## config.mk

```make
export PLATFORM = sky130hd
export DESIGN_NAME = nvc_cmd_status
export DESIGN_NICKNAME = d
export VERILOG_FILES = /design/src/common/nvc_pkg.sv /design/src/hw/nvc_cmd_status.sv /design/src/hw/nvc_pin_sync.sv
export SDC_FILE = /design/constraint.sdc
export NUM_CORES = 1
export LEC_CHECK = 0
export BUFFER_PORTS_ARGS = -buffer_cell sky130_fd_sc_hd__buf_2
export CORE_MARGIN = 3
export CORE_UTILIZATION = 35
export DETAILED_ROUTE_END_ITERATION = 10
export GPL_TIMING_DRIVEN = 0
export SETUP_SLACK_MARGIN = 0.1
export SLEW_MARGIN = 20
export SYNTH_ARGS = -nofsm -noshare
export SYNTH_HDL_FRONTEND = slang
export SYNTH_HIERARCHICAL = 1
export SYNTH_SLANG_ARGS = --single-unit
```

## constraint.sdc

```tcl
create_clock -name mclk_in -period 4.3 [get_ports mclk_in]
set_input_delay 0.86 -clock mclk_in [delete_from_list [all_inputs] [get_ports mclk_in]]
set_output_delay 0.86 -clock mclk_in [all_outputs]
set_load 0.05 [all_outputs]
```

## src/common/nvc_pkg.sv

```systemverilog
// nvc_pkg: opcodes, status layout, reset values and timing for the
// serial nvram command and status block.
// assumes a 100 MHz system clock sampling the serial pins.
`default_nettype none
package nvc_pkg;
  localparam logic [7:0] OP_SET_LATCH = 8'h06;
  localparam logic [7:0] OP_CLR_LATCH = 8'h04;
  localparam logic [7:0] OP_STAT_RD = 8'h05;
  localparam logic [7:0] OP_STAT_WR = 8'h01;
  localparam logic [7:0] OP_ARR_RD = 8'h03;
  localparam logic [7:0] OP_ARR_WR = 8'h02;
  localparam logic [7:0] OP_SW_STORE = 8'h3c;
  localparam logic [7:0] OP_SW_RECALL = 8'h60;
  localparam logic [7:0] OP_AS_ON = 8'h59;
  localparam logic [7:0] OP_AS_OFF = 8'h19;

  localparam int ST_GUARD_EN = 7;
  localparam int ST_BLK_HI = 3;
  localparam int ST_BLK_LO = 2;
  localparam int ST_LATCH = 1;
  localparam int ST_BUSY = 0;
  localparam logic [7:0] ST_WR_MASK = 8'h8c;
  localparam logic [2:0] NV_RESET = 3'h0;
  localparam logic AUTO_SAVE_RESET = 1'b1;

  localparam int CLK_PERIOD_NS = 10;
  localparam int STORE_TIME_NS = 8000;
  localparam int RECALL_TIME_NS = 200;
  localparam int STORE_CYC = (STORE_TIME_NS + CLK_PERIOD_NS - 1)
                             / CLK_PERIOD_NS;
  localparam int RECALL_CYC = (RECALL_TIME_NS + CLK_PERIOD_NS - 1)
                              / CLK_PERIOD_NS;

  typedef struct packed {
    logic guard_en;
    logic blk_hi;
    logic blk_lo;
  } nvc_guard_t;

  typedef struct packed {
    logic sel;
    logic sck_rise;
    logic sck_fall;
    logic sdi;
  } nvc_link_t;
endpackage : nvc_pkg
`default_nettype wire

```

## src/hw/nvc_cmd_status.sv

```systemverilog
// nvc_cmd_status: opcode decoding, status register and write latch of
// a serial nonvolatile sram. pins sampled by mclk_in.
// assumes a spi master in mode 0 or 3 drives sel_n, sck and sdi.
//
// Function
// - opcodes 06 set latch, 04 clear latch, 05 read status, 01 write status
// - opcode 03 is array read, 02 is array write
// - 3c store, 60 recall, 59 auto save on, 19 auto save off
// - every command starts at select falling edge, msb first
// - active while selected; standby only after store or recall ends
// - status: guard enable 7, x 6..4, block hi 3, lo 2, latch 1, busy 0
// - busy bit read-only, one during store or recall
// - status write changes only bits 7, 3 and 2
// - bits 6..4 read zero after power-up, never written
// - write latch zero after power-up
// - guard bits, latch and spare bits reset to zero
// - status write is opcode plus eight data bits, needs latch set
// - guard bits become nonvolatile only after a store
// - write guard pin acts only when guard enable is one
// - write-class commands accepted only with latch set
// - without latch, write-class commands ignored until next select
// - set latch command sets latch bit
// - latch cleared after any completed write-class command
// - status read shifts status out on sdo
// - block guard bits select one of four protection levels
// - unknown opcode: ignore input until next select, sdo high-z
// - sample on rising sck, drive on falling, modes 0 and 3
// - 00 none, 01 6000-7fff, 10 4000-7fff, 11 0000-7fff protected
// - clear latch command acts at select rising edge
`default_nettype none
module nvc_cmd_status
  import nvc_pkg::*;
#(
  parameter int STORE_CYCLES = nvc_pkg::STORE_CYC,
  parameter int RECALL_CYCLES = nvc_pkg::RECALL_CYC
) (
  input wire logic mclk_in,
  input wire logic rst_n_in,
  input wire logic sel_n_in,
  input wire logic sck_in,
  input wire logic sdi_in,
  input wire logic guard_pin_n_in,
  input wire logic [14:0] arr_addr_in,
  output logic sdo_out,
  output logic sdo_oe_out,
  output logic active_out,
  output logic busy_out,
  output logic arr_rd_out,
  output logic arr_wr_out,
  output logic arr_wr_ok_out,
  output logic auto_save_out,
  output logic [7:0] status_out,
  output logic [7:0] nv_status_out
);
  import nvc_pkg::*;

  initial begin
    if (STORE_CYCLES < 8 || STORE_CYCLES > 8192 || RECALL_CYCLES < 1
        || RECALL_CYCLES > 8192) begin
      $error("cycle counts outside 8..8192 store or 1..8192 recall");
    end
  end

  typedef enum logic [5:0] {
    S_IDLE = 6'b000001,
    S_OPC = 6'b000010,
    S_STWR = 6'b000100,
    S_STRD = 6'b001000,
    S_PASS = 6'b010000,
    S_IGN = 6'b100000
  } nvc_state_t;

  function automatic logic blk_hit(input logic [1:0] lvl,
                                   input logic [14:0] a);
    unique case (lvl)
      2'b00: blk_hit = 1'b0;
      2'b01: blk_hit = a >= 15'h6000;
      2'b10: blk_hit = a >= 15'h4000;
      2'b11: blk_hit = 1'b1;
    endcase
  endfunction

  logic [3:0] lvl, rise, fall;
  nvc_link_t lk;
  logic guard_pin_n;
  nvc_pin_sync #(.WIDTH(4)) u_sync (
    .mclk_in(mclk_in),
    .rst_n_in(rst_n_in),
    .pin_in({sel_n_in, sck_in, sdi_in, guard_pin_n_in}),
    .init_in(4'h9),
    .level_out(lvl),
    .rise_out(rise),
    .fall_out(fall)
  );
  assign lk.sel = ~lvl[3];
  assign lk.sck_rise = rise[2];
  assign lk.sck_fall = fall[2];
  assign lk.sdi = lvl[1];
  assign guard_pin_n = lvl[0];
  logic sel_fall, sel_rise;
  assign sel_fall = fall[3];
  assign sel_rise = rise[3];

  nvc_state_t st, next_st;
  logic [7:0] shreg, next_shreg;
  logic [3:0] cnt, next_cnt;
  logic latch, next_latch;
  logic armed, next_armed;
  nvc_guard_t guard, next_guard, nv_guard, next_nv_guard;
  logic auto_save, next_auto_save;
  logic [1:0] pend, next_pend;
  logic [12:0] busy_cnt, next_busy_cnt;
  logic busy, next_busy;
  logic [7:0] sdo_sh, next_sdo_sh;
  logic sdo, next_sdo, sdo_oe, next_sdo_oe;
  logic arr_rd, next_arr_rd, arr_wr, next_arr_wr;
  logic wr_ok, next_wr_ok;
  logic [7:0] status;
  logic stat_locked;

  // pend: 0 none, 2 store, 3 recall; 1 never used
  assign status = {guard.guard_en, 3'h0, guard.blk_hi, guard.blk_lo,
                   latch, busy};
  assign stat_locked = guard.guard_en & ~guard_pin_n;

  always_comb begin
    next_st = st;
    next_shreg = shreg;
    next_cnt = cnt;
    next_latch = latch;
    next_armed = armed;
    next_guard = guard;
    next_nv_guard = nv_guard;
    next_auto_save = auto_save;
    next_pend = pend;
    next_busy_cnt = busy_cnt;
    next_busy = busy;
    next_sdo_sh = sdo_sh;
    next_sdo = sdo;
    next_sdo_oe = sdo_oe;
    next_arr_rd = arr_rd;
    next_arr_wr = arr_wr;
    next_wr_ok = arr_wr & latch
                 & ~blk_hit({guard.blk_hi, guard.blk_lo}, arr_addr_in);
    if (busy) begin
      if (busy_cnt == 13'h0) begin
        next_busy = 1'b0;
      end else begin
        next_busy_cnt = busy_cnt - 13'h1;
      end
    end
    if (sel_fall && !busy) begin
      next_st = S_OPC;
      next_cnt = 4'h0;
      next_armed = 1'b0;
      next_pend = 2'h0;
    end else if (sel_rise || !lk.sel) begin
      next_st = S_IDLE;
      next_sdo_oe = 1'b0;
      next_arr_rd = 1'b0;
      next_arr_wr = 1'b0;
      if (sel_rise) begin
        if (armed) begin
          next_latch = 1'b0;
        end
        if (pend == 2'h2) begin
          next_nv_guard = guard;
          next_busy = 1'b1;
          next_busy_cnt = 13'(STORE_CYCLES - 1);
        end else if (pend == 2'h3) begin
          next_guard = nv_guard;
          next_busy = 1'b1;
          next_busy_cnt = 13'(RECALL_CYCLES - 1);
        end
        next_armed = 1'b0;
        next_pend = 2'h0;
      end
    end else begin
      unique case (st)
        S_IDLE, S_IGN, S_PASS: begin
        end
        S_OPC: begin
          if (lk.sck_rise) begin
            next_shreg = {shreg[6:0], lk.sdi};
            next_cnt = cnt + 4'h1;
            if (cnt == 4'h7) begin
              next_cnt = 4'h0;
              next_st = S_IGN;
              unique case (next_shreg)
                OP_SET_LATCH: next_latch = 1'b1;
                OP_CLR_LATCH: next_armed = 1'b1;
                OP_STAT_RD: begin
                  next_st = S_STRD;
                  next_sdo_sh = status;
                end
                OP_STAT_WR: begin
                  if (latch) next_st = S_STWR;
                end
                OP_ARR_RD: begin
                  next_st = S_PASS;
                  next_arr_rd = 1'b1;
                end
                OP_ARR_WR: begin
                  if (latch) begin
                    next_st = S_PASS;
                    next_arr_wr = 1'b1;
                    next_armed = 1'b1;
                  end
                end
                OP_SW_STORE, OP_SW_RECALL: begin
                  if (latch) begin
                    next_armed = 1'b1;
                    next_pend = (next_shreg == OP_SW_STORE) ? 2'h2 : 2'h3;
                  end
                end
                OP_AS_ON, OP_AS_OFF: begin
                  if (latch) begin
                    next_auto_save = (next_shreg == OP_AS_ON);
                    next_armed = 1'b1;
                  end
                end
                default: begin
                end
              endcase
            end
          end
        end
        S_STWR: begin
          if (lk.sck_rise) begin
            next_shreg = {shreg[6:0], lk.sdi};
            next_cnt = cnt + 4'h1;
            if (cnt == 4'h7) begin
              next_st = S_IGN;
              next_armed = 1'b1;
              if (!stat_locked) begin
                next_guard.guard_en = next_shreg[ST_GUARD_EN];
                next_guard.blk_hi = next_shreg[ST_BLK_HI];
                next_guard.blk_lo = next_shreg[ST_BLK_LO];
              end
            end
          end
        end
        S_STRD: begin
          if (lk.sck_fall) begin
            next_sdo_oe = 1'b1;
            next_sdo = sdo_sh[7];
            next_sdo_sh = {sdo_sh[6:0], sdo_sh[7]};
          end
        end
        default: next_st = S_IDLE;
      endcase
    end
  end

  always_ff @(posedge mclk_in) begin
    if (!rst_n_in) begin
      st <= S_IDLE;
      shreg <= 8'h00;
      cnt <= 4'h0;
      latch <= 1'b0;
      armed <= 1'b0;
      guard <= NV_RESET;
      nv_guard <= NV_RESET;
      auto_save <= AUTO_SAVE_RESET;
      pend <= 2'h0;
      busy_cnt <= 13'h0;
      busy <= 1'b0;
      sdo_sh <= 8'h00;
      sdo <= 1'b0;
      sdo_oe <= 1'b0;
      arr_rd <= 1'b0;
      arr_wr <= 1'b0;
      wr_ok <= 1'b0;
      active_out <= 1'b0;
      status_out <= 8'h00;
      nv_status_out <= 8'h00;
    end else begin
      st <= next_st;
      shreg <= next_shreg;
      cnt <= next_cnt;
      latch <= next_latch;
      armed <= next_armed;
      guard <= next_guard;
      nv_guard <= next_nv_guard;
      auto_save <= next_auto_save;
      pend <= next_pend;
      busy_cnt <= next_busy_cnt;
      busy <= next_busy;
      sdo_sh <= next_sdo_sh;
      sdo <= next_sdo;
      sdo_oe <= next_sdo_oe;
      arr_rd <= next_arr_rd;
      arr_wr <= next_arr_wr;
      wr_ok <= next_wr_ok;
      active_out <= lk.sel | busy;
      status_out <= status;
      nv_status_out <= {nv_guard.guard_en, 3'h0, nv_guard.blk_hi,
                        nv_guard.blk_lo, 2'h0};
    end
  end

  assign sdo_out = sdo;
  assign sdo_oe_out = sdo_oe;
  assign busy_out = busy;
  assign arr_rd_out = arr_rd;
  assign arr_wr_out = arr_wr;
  assign arr_wr_ok_out = wr_ok;
  assign auto_save_out = auto_save;
endmodule : nvc_cmd_status
`default_nettype wire

```

## src/hw/nvc_pin_sync.sv

```systemverilog
// nvc_pin_sync: three-flop synchroniser with agreement filter for the
// serial pins, plus edge detection on the filtered level.
// assumes pins are asynchronous to mclk_in.
`default_nettype none
module nvc_pin_sync #(
  parameter int WIDTH = 3
) (
  input wire logic mclk_in,
  input wire logic rst_n_in,
  input wire logic [WIDTH-1:0] pin_in,
  input wire logic [WIDTH-1:0] init_in,
  output logic [WIDTH-1:0] level_out,
  output logic [WIDTH-1:0] rise_out,
  output logic [WIDTH-1:0] fall_out
);
  logic [WIDTH-1:0] s1, s2, s3, lvl;
  logic [WIDTH-1:0] next_lvl;

  always_comb begin
    next_lvl = lvl;
    for (int i = 0; i < WIDTH; i++) begin
      if (s2[i] == s3[i]) begin
        next_lvl[i] = s3[i];
      end
    end
  end

  always_ff @(posedge mclk_in) begin
    if (!rst_n_in) begin
      // start at the idle level so reset makes no false edge
      s1 <= init_in;
      s2 <= init_in;
      s3 <= init_in;
      lvl <= init_in;
    end else begin
      s1 <= pin_in;
      s2 <= s1;
      s3 <= s2;
      lvl <= next_lvl;
    end
  end

  assign level_out = lvl;
  assign rise_out = next_lvl & ~lvl;
  assign fall_out = ~next_lvl & lvl;
endmodule : nvc_pin_sync
`default_nettype wire

```

==> impl_metrics.yaml, run 1 <==
timing:
  finalCritPeriodShare_pct: 59.9
  slew_violations: 0
  finalHoldViolations: 0
  max_freq_ghz: 0.388
  max_slew_margin_pct: 57.1
  setup-tns-final_ns: 0
  tightest_slew_ns: 0.641
  finalWorstSetupSlack_ns: 1.73
  min_period_ns: 2.57
  rsz0062_at_grt: "false"
  setup_viol: 0
  fin_skew_ns: 0.0141
hold_path:
  hp-class: "reg2reg"
  whs_path_depth: 2
  hp-start: "u_sync/s1[2]"
floorplanning:
  dieArea_um2: 11500
  initial_core_util_pct: 36.4
  die_h_um: 107
  row_count: 36
  core_um2: 9860
  die_w_um: 107
  pin_count: 45
final_layout:
  final_nets: 482
  stdcell_area_um2: 4090
  areaGrowthSynthToFinish_pct: 13.9
  nFillCells: 988
  antenna_cells: 0
  drive_above_1_share_pct: 15.3
synthesis:
  synth_warnings: 6
  synth.cell_area_um2: 3590
  synth.avg_cell_area_um2: 8.67
  synthCells: 414
critical_path:
  ff2ff_path_depth: 8
  start_kind: "flip-flop"
  cp_max_fo: 10
  crit_required_ns: 4.58
  cp-end-kind: "flip-flop"
  cp-startpoint: "u_sync/s2[2]"
  cp.arrival_ns: 2.86
  crit-reg2reg-launch: "u_sync/s2[2]"
  critPathKind: "reg2reg"
global_route:
  grt_max_degree: 16
  overflow: 0
  grt_pass1_vias: 2867
  grt_antenna_before_repair: 0
  grt_pass1_wl_um: 13600
  grtUsageTotal_pct: 14.7
route:
  wire_per_inst_um: 13.4
  vias_per_cell: 5.07
  dr.first_iter.drc_count: 184
  wl_met2_um: 3560
  wl_met3_um: 503
  wl_met1_um: 3750
  top_layer: "met4"
  drt_first_pass_iters: 4
  num_vias: 3021
  drc: 0
  postRouteAntennaNets: 0
  wl_um: 8010
cts:
  clk_latency_ns: 0.35
  cts_resized: 0
  cts-root-buf: "clkbuf_8"
  clk_pin_slew_ns: 0.09
  clockBufferDepth: 2
  cts_tree: "built"
  cts_max_level: 3
  holdBufCountCts: 0
  post-cts-setup-buffer-count: 0
  numClockSinks: 80
  numCtsBuffers: 9
power_and_ir_drop:
  totalPowerFinal_uw: 1400
  powerDensity_nw_per_um2: 342
  p_leak_uw: 0.00156
  vdd_drop_max_mv: 0.137
placed_design:
  dpl_cell_area_um2: 3910
  pre_cts_slack_ns: 1.78
  post-dp-hpwl_um: 5860
  globalplace.congestion: 0.869
  io_buffers: 23
run_status:
  status: "finished clean"
flow_run:
  cap_violations: 0
-- critical path, cell delays in order, from the launching register on --
cell	delay [ns]
dfxtp_1	0.38
nand2_1	0.07
nor2_1	0.23
nand4b_1	0.36
or4_4	0.65
o32ai_4	0.45
buf_6	0.20
nand4_1	0.09
o21ai_0	0.08
-- sequential cells by signal, summed over array words and instances (netlist names), 2 cells and up --
register and count:
pend 2, nv_guard 3, u_sync/level_out 4, u_sync/s2 4, shreg 7, busy_cnt 13
st 6, sdo_sh 8, u_sync/s1 4, cnt 4, u_sync/s3 4, nv_status_out 3
guard 3, status_out 5
-- final timing paths --
path | to | slack, ns
setup reg to reg | sdo_sh[5] | 1.73
hold / removal | u_sync/s2[2] | 0.43
setup / recovery | sdo_sh[5] | 1.73
hold reg to reg | u_sync/s2[2] | 0.43
-- through the flow --
step | utilization, % | cells | hold WS [ns]
finish | 41.4 | 596 | 0.435
global route | 41.4 | 596 | 0.466
CTS | 41.4 | 596 | 0.439
detailed placement | 39.6 | 580 | 0.417
global placement | 39.6 | 580 | 0.408
floorplan | - | 424 | 0.403
-- area by class of cell --
type	instances	area [um^2]	area share (%)
multi-input cells	310	1830	44.7
flip-flops and latches	80	1600	39.2
plain buffers	25	166	4.07
well taps	133	166	4.07
clock buffers	9	124	3.03
repair buffers	23	115	2.82
clock inverters	7	55.1	1.35
inverters	9	33.8	0.826
-- layout by cell type (no fill, tap or decap), drive strengths merged, types with 2 or more instances in the layout --
cell type,instances
a21oi,26
clkinv,4
and4,2
clkbuf,16
nor2,47
nor2b,3
inv,11
o31ai,2
nand3,17
a21boi,2
mux2i,15
xor2,11
dfxtp,80
and2,7
nand4b,4
nor3,10
nor3b,4
buf,41
nand2,55
xnor2,2
conb,12
a221oi,2
o21ai,22
nand2b,8
nand4,8
a211oi,6
mux2,3
a31oi,3
ha,3
or2,2
or4,5
nor4,7
or4b,4
nand3b,4
o21a,3
-- where the power goes --
group | internal, uW | leakage, uW | total (uW) | switching, uW
combinational | 41.8 | 0.000821 | 121 | 79.5
sequential | 758 | 0.000651 | 773 | 15.0
clock | 215 | 0.0000915 | 505 | 290
-- routing by layer --
layer  vias to the layer above  track usage [%]
li1                       1524                -
met2                        79             23.1
met5                         -                0
met4                         0             6.67
met3                        22             3.90
met1                      1396             18.9
(Power assumes the default switching activity.)
==> inputs of run 2 (changes only) <==
==> constraint.sdc (replaced) <==
create_clock -name mclk_in -period 2.14 [get_ports mclk_in]
set_input_delay 0.428 -clock mclk_in [delete_from_list [all_inputs] [get_ports mclk_in]]
set_output_delay 0.428 -clock mclk_in [all_outputs]
set_load 0.05 [all_outputs]
==> run 2 against run 1 <==
  * Routed wire length grew 5.3%
  * First-iteration DRC count increased by 7.1%
  * Critical path depth increased by 1
  * Global-route usage increased by 0.52 points
  * Sequential cell count is the same
  * Critical path type unchanged
  * Cell count grew 4.0%
  * Setup slack worse by 1.7 ns
==> impl_metrics.yaml, run 2 (synthesis results as in run 1) <==
run_status:
  status: "finished clean"
timing:
  fin_skew_ns: 0.00954
  rsz0062_at_grt: "true"
  hold_ws_ns: 0.268
  slew_violations: 0
  finalHoldViolations: 0
  max_freq_ghz: 0.478
  setup_viol: 0
  max_slew_margin_pct: 62.5
  finalCritPeriodShare_pct: 97.7
  tightest_slew_ns: 0.562
  min_period_ns: 2.09
floorplanning:
  die_w_um: 107
  core_um2: 9860
  pin_count: 45
  initial_core_util_pct: 36.4
  dieArea_um2: 11500
  row_count: 36
  die_h_um: 107
global_route:
  overflow: 0
  grt_pass1_vias: 2776
  grtUsageTotal_pct: 15.2
  grt_antenna_before_repair: 0
  grt_max_degree: 13
  grt_pass1_wl_um: 13800
cts:
  cts_max_level: 3
  numCtsBuffers: 9
  cts_tree: "built"
  clk_pin_slew_ns: 0.08
  clk_latency_ns: 0.36
  cts-root-buf: "clkbuf_8"
  clockBufferDepth: 2
  numClockSinks: 80
placed_design:
  io_buffers: 23
  dp.cells: 580
  globalplace.congestion: 0.849
  post-dp-hpwl_um: 5690
final_layout:
  top_regs: "busy_cnt x13, sdo_sh x8, shreg x7"
  areaGrowthSynthToFinish_pct: 23.8
  drive_above_1_share_pct: 26.3
  antenna_cells: 0
  largest_register_ff_count: 13
  final_nets: 507
  largest-register: "busy_cnt"
  layout_commonest_cell: "dfxtp_1"
  nFillCells: 977
  fin_cells: 620
  layout_common_cells: "72 x dfxtp_1, 53 x nand2_1, 42 x nor2_1, 30 x buf_4, 27 x buf_2"
critical_path:
  start_kind: "flip-flop"
  ff2ff_path_depth: 9
  crit-reg2reg-launch: "u_sync/level_out[3]"
  crit_required_ns: 2.39
  max_stage_delay_ns: 0.36
  cp-end-kind: "flip-flop"
  r2r-end: "guard[0]"
  critPathKind: "reg2reg"
  cp.arrival_ns: 2.34
  worstPathCellList: "buf_6 -> or2_4 -> buf_6 -> buf_4 -> buf_4 -> nor2_2 -> nand3b_1 -> a21oi_4 -> mux2_2"
  r2r_slack_ns: 0.05
  slowest_stage: "dfxtp_4"
  cp_max_fo: 4
route:
  postRouteAntennaNets: 0
  vias_per_cell: 4.93
  drt_first_pass_iters: 4
  dr.first_iter.drc_count: 197
  num_vias: 3059
  wire_per_inst_um: 13.6
  drc: 0
  wl_um: 8440
hold_path:
  hp-start: "guard_pin_n_in"
  min_to: "u_sync/s1[0]"
  whs_path_depth: 3
  hp-class: "in2reg"
power_and_ir_drop:
  vdd_drop_max_mv: 0.447
  powerDensity_nw_per_um2: 641
  p_leak_uw: 0.00174
flow_run:
  cap_violations: 0
[run 2: changes by cell type in the layout (fill, tap and decap cells not counted), sizes merged]
cell	previous run	this run
clkbuf	16	20
clkinv	4	1
buf	41	66
inv	11	9
[run 2: metal layers]
metal	up-vias	global-route usage, %	wire, um
met4	0	6.03	121
met2	54	22.8	3870
met5	-	0	0
li1	1573	-	-
met3	7	4.20	400
met1	1425	20.8	4050
[run 2: power breakdown]
part	switching (uW)	internal [uW]	total (uW)
logic	186	134	320
registers	26.8	1520	1550
clock network	530	451	981
[run 2: worst max-delay path by stage]
stage	startpoint	to	slack, ns	cells past startpoint
2_1_floorplan	u_sync/s2[2]	sdo_sh[6]	0.09	8
3_3_place_gp	u_sync/s2[2]	sdo_sh[6]	-0.24	8
3_5_place_dp	u_sync/s2[2]	sdo_sh[5]	-0.27	8
4_1_cts	u_sync/s2[3]	sdo_sh[5]	-0.07	11
5_1_grt	u_sync/level_out[3]	sdo_sh[5]	-0.03	9
6_report	u_sync/level_out[3]	guard[0]	0.05	9
[run 2: area by class of cell]
class                   instances  area, um^2  share of cell area (%)
flip-flops and latches         80        1610                    36.3
multi-input cells             310        1950                    43.9
clock inverters                 2        16.3                   0.366
clock buffers                  13         149                    3.35
well taps                     133         166                    3.74
repair buffers                 49         350                    7.88
plain buffers                  24         166                    3.74
inverters                       9        33.8                   0.760
[run 2: timing repair]
item                       4_1_cts  5_1_grt
pin swaps                       16       11
setup endpoints to repair       34       38
setup buffers                   17        8
hold buffers                     0        0
gates cloned                     1        0
resized for setup               16       32
[run 2: critical path, delay by kind of cell, from the launching register on]
family	cells	cell delay [ns]
and+or+nand+nor	3	0.54
DFF	1	0.36
buffers and inverters	4	0.50
AOI/OAI and AO/OA	1	0.23
muxes	1	0.36
[run 2: per-stage QoR]
stage	TNS (ns)	setup slack [ns]	total power (uW)	instance area, um^2	utilization [%]
6_report	0	0.0489	2850	4450	45.1
5_1_grt	-0.0354	-0.0265	2980	4450	45.1
4_1_cts	-0.465	-0.0687	2850	4300	43.6
3_5_place_dp	-3.16	-0.273	1830	3920	39.7
3_3_place_gp	-3.01	-0.240	1830	3920	39.7
2_1_floorplan	0	0.0940	1770	3630	-
==> inputs of run 3 (changes only) <==
==> constraint.sdc (replaced) <==
create_clock -name mclk_in -period 1.9 [get_ports mclk_in]
set_input_delay 0.38 -clock mclk_in [delete_from_list [all_inputs] [get_ports mclk_in]]
set_output_delay 0.38 -clock mclk_in [all_outputs]
set_load 0.05 [all_outputs]
==> run 3 against run 2 <==
  * The run now ends with negative setup slack left
  * Non-clock buffer count is 20 higher
  * Combinational power is 25% higher
  * Via count is 8.3% higher
  * Critical endpoint is now sdo_sh[6]
  * Largest power group unchanged
==> impl_metrics.yaml, run 3 (synthesis results as in run 1) <==
run_status:
  status: "finished with violations"
  violations: "negative setup slack"
timing:
  finalHoldViolations: 0
  rsz0062_at_grt: "true"
  max_slew_margin_pct: 61.0
  setup_viol: 14
  setup-tns-final_ns: -1.33
  finalCritPeriodShare_pct: 107
  min_period_ns: 2.04
  slew_violations: 0
  max_freq_ghz: 0.490
  finalWorstSetupSlack_ns: -0.139
  fin_skew_ns: 0.0122
  tightest_slew_ns: 0.586
final_layout:
  multi_input_area_um2: 2110
  fin_cells: 641
  largest_register_ff_count: 13
  layout_common_cells: "62 x dfxtp_1, 53 x nand2_1, 50 x buf_4, 42 x nor2_1, 25 x buf_2"
  areaGrowthSynthToFinish_pct: 35.1
  final_nets: 527
  layout_commonest_cell: "dfxtp_1"
  largest-register: "busy_cnt"
  nFillCells: 900
  drive_above_1_share_pct: 34.3
  antenna_cells: 0
  seqCellArea_um2: 1630
  top_regs: "busy_cnt x13, sdo_sh x8, shreg x7"
floorplanning:
  initial_core_util_pct: 36.4
  die_w_um: 107
  dieArea_um2: 11500
  pin_count: 45
  core_um2: 9860
  row_count: 36
  die_h_um: 107
cts:
  clk_pin_slew_ns: 0.08
  holdBufCountCts: 0
  clk_latency_ns: 0.35
  numClockSinks: 80
  cts_max_level: 3
  cts_tree: "built"
  cts-root-buf: "clkbuf_8"
  clockBufferDepth: 2
  numCtsBuffers: 9
critical_path:
  cp-end-kind: "flip-flop"
  cp.arrival_ns: 2.33
  worstPathCellList: "or4_4 -> or2_4 -> o32ai_4 -> buf_12 -> buf_8 -> nand4_1 -> o21ai_1"
  critPathKind: "reg2reg"
  r2r_slack_ns: -0.14
  slowest_stage: "or4_4"
  r2r-end: "sdo_sh[6]"
  max_stage_delay_ns: 0.55
  crit_required_ns: 2.19
  start_kind: "flip-flop"
  cp_max_fo: 8
  crit-reg2reg-launch: "shreg[3]"
  ff2ff_path_depth: 7
route:
  drc: 0
  num_vias: 3314
  vias_per_cell: 5.17
  dr.first_iter.drc_count: 185
  postRouteAntennaNets: 0
  drt_first_pass_iters: 5
  wl_um: 9440
  wire_per_inst_um: 14.7
hold_path:
  min_to: "u_sync/s1[0]"
  hp-class: "in2reg"
  hp-start: "guard_pin_n_in"
  whs_path_depth: 3
placed_design:
  post-dp-hpwl_um: 5770
  io_buffers: 23
  globalplace.congestion: 0.861
  dp.cells: 580
global_route:
  overflow: 0
  grt_pass1_vias: 3007
  grt_max_degree: 15
  grt_antenna_before_repair: 0
  grt_pass1_wl_um: 14600
  grtUsageTotal_pct: 15.9
power_and_ir_drop:
  powerDensity_nw_per_um2: 713
  p_leak_uw: 0.00192
  vdd_drop_max_mv: 0.344
flow_run:
  cap_violations: 0
-- run 3: cell types whose count changed in the layout (fill, tap and decap cells not counted), moves of 4 or more --
cell	change
dfxtp_2	+7
nand3_1	-4
buf_6	+4
dfxtp_1	-10
nand3_2	+4
buf_4	+20
-- run 3: critical path, delay by kind of cell (launching register included) --
kind,cells,cell delay (ns)
DFF,1,0.37
AOI/OAI and AO/OA,2,0.40
buffers and inverters,2,0.29
and+or+nand+nor,3,0.92
-- run 3: layer usage --
metal	part of all wire (%)	global-route usage [%]	vias up
li1	-	-	1619
met3	4.8	3.18	31
met1	43	20.1	1564
met2	49	26.0	100
met4	3.1	7.12	0
met5	0	0	-
-- run 3: layout make-up --
cell class	instances	share of cell area (%)
Inverter	9	0.697
Tap cell	133	3.43
Buffer	22	3.41
Multi-Input combinational cell	310	43.5
Timing Repair Buffer	71	11.0
Clock buffer	10	2.84
Clock inverter	6	1.39
Sequential cell	80	33.7
-- run 3: per-stage QoR --
| stage | area, um^2 | hold WS (ns) | setup slack (ns) | power, uW | utilization (%) |
|---|---|---|---|---|---|
| after floorplan | 3640 | 0.403 | -0.146 | 1990 | - |
| after CTS | 4510 | 0.207 | -0.311 | 3420 | 45.7 |
| after detailed placement | 3930 | 0.409 | -0.560 | 2060 | 39.8 |
| after global routing | 4850 | 0.207 | -0.220 | 3600 | 49.2 |
| final | 4850 | 0.215 | -0.139 | 3460 | 49.2 |
| after global placement | 3930 | 0.408 | -0.535 | 2050 | 39.8 |
-- run 3: how the worst max path moves through the flow --
stage                       from  depth (start not counted)         to
CTS                 u_sync/s2[3]                         11  sdo_sh[6]
finish                  shreg[3]                          7  sdo_sh[6]
global route        u_sync/s2[2]                          9      st[2]
floorplan           u_sync/s2[2]                          8  sdo_sh[6]
global placement    u_sync/s2[2]                          8  sdo_sh[6]
detailed placement  u_sync/s2[2]                          8  sdo_sh[5]
-- run 3: what timing repair did --
item	in CTS	in global routing
gates resized for setup	50	45
cloned	1	0
endpoints found under the hold margin	0	0
setup buffers	23	24
setup endpoints to repair	49	41
pin swaps	28	22
-- run 3: report_power, final --
group	leakage, uW	internal, uW	switching (uW)
clock	0.0000989	647	655
combinational	0.00116	176	226
sequential	0.000658	1710	38.9
total	0.00192	2540	919
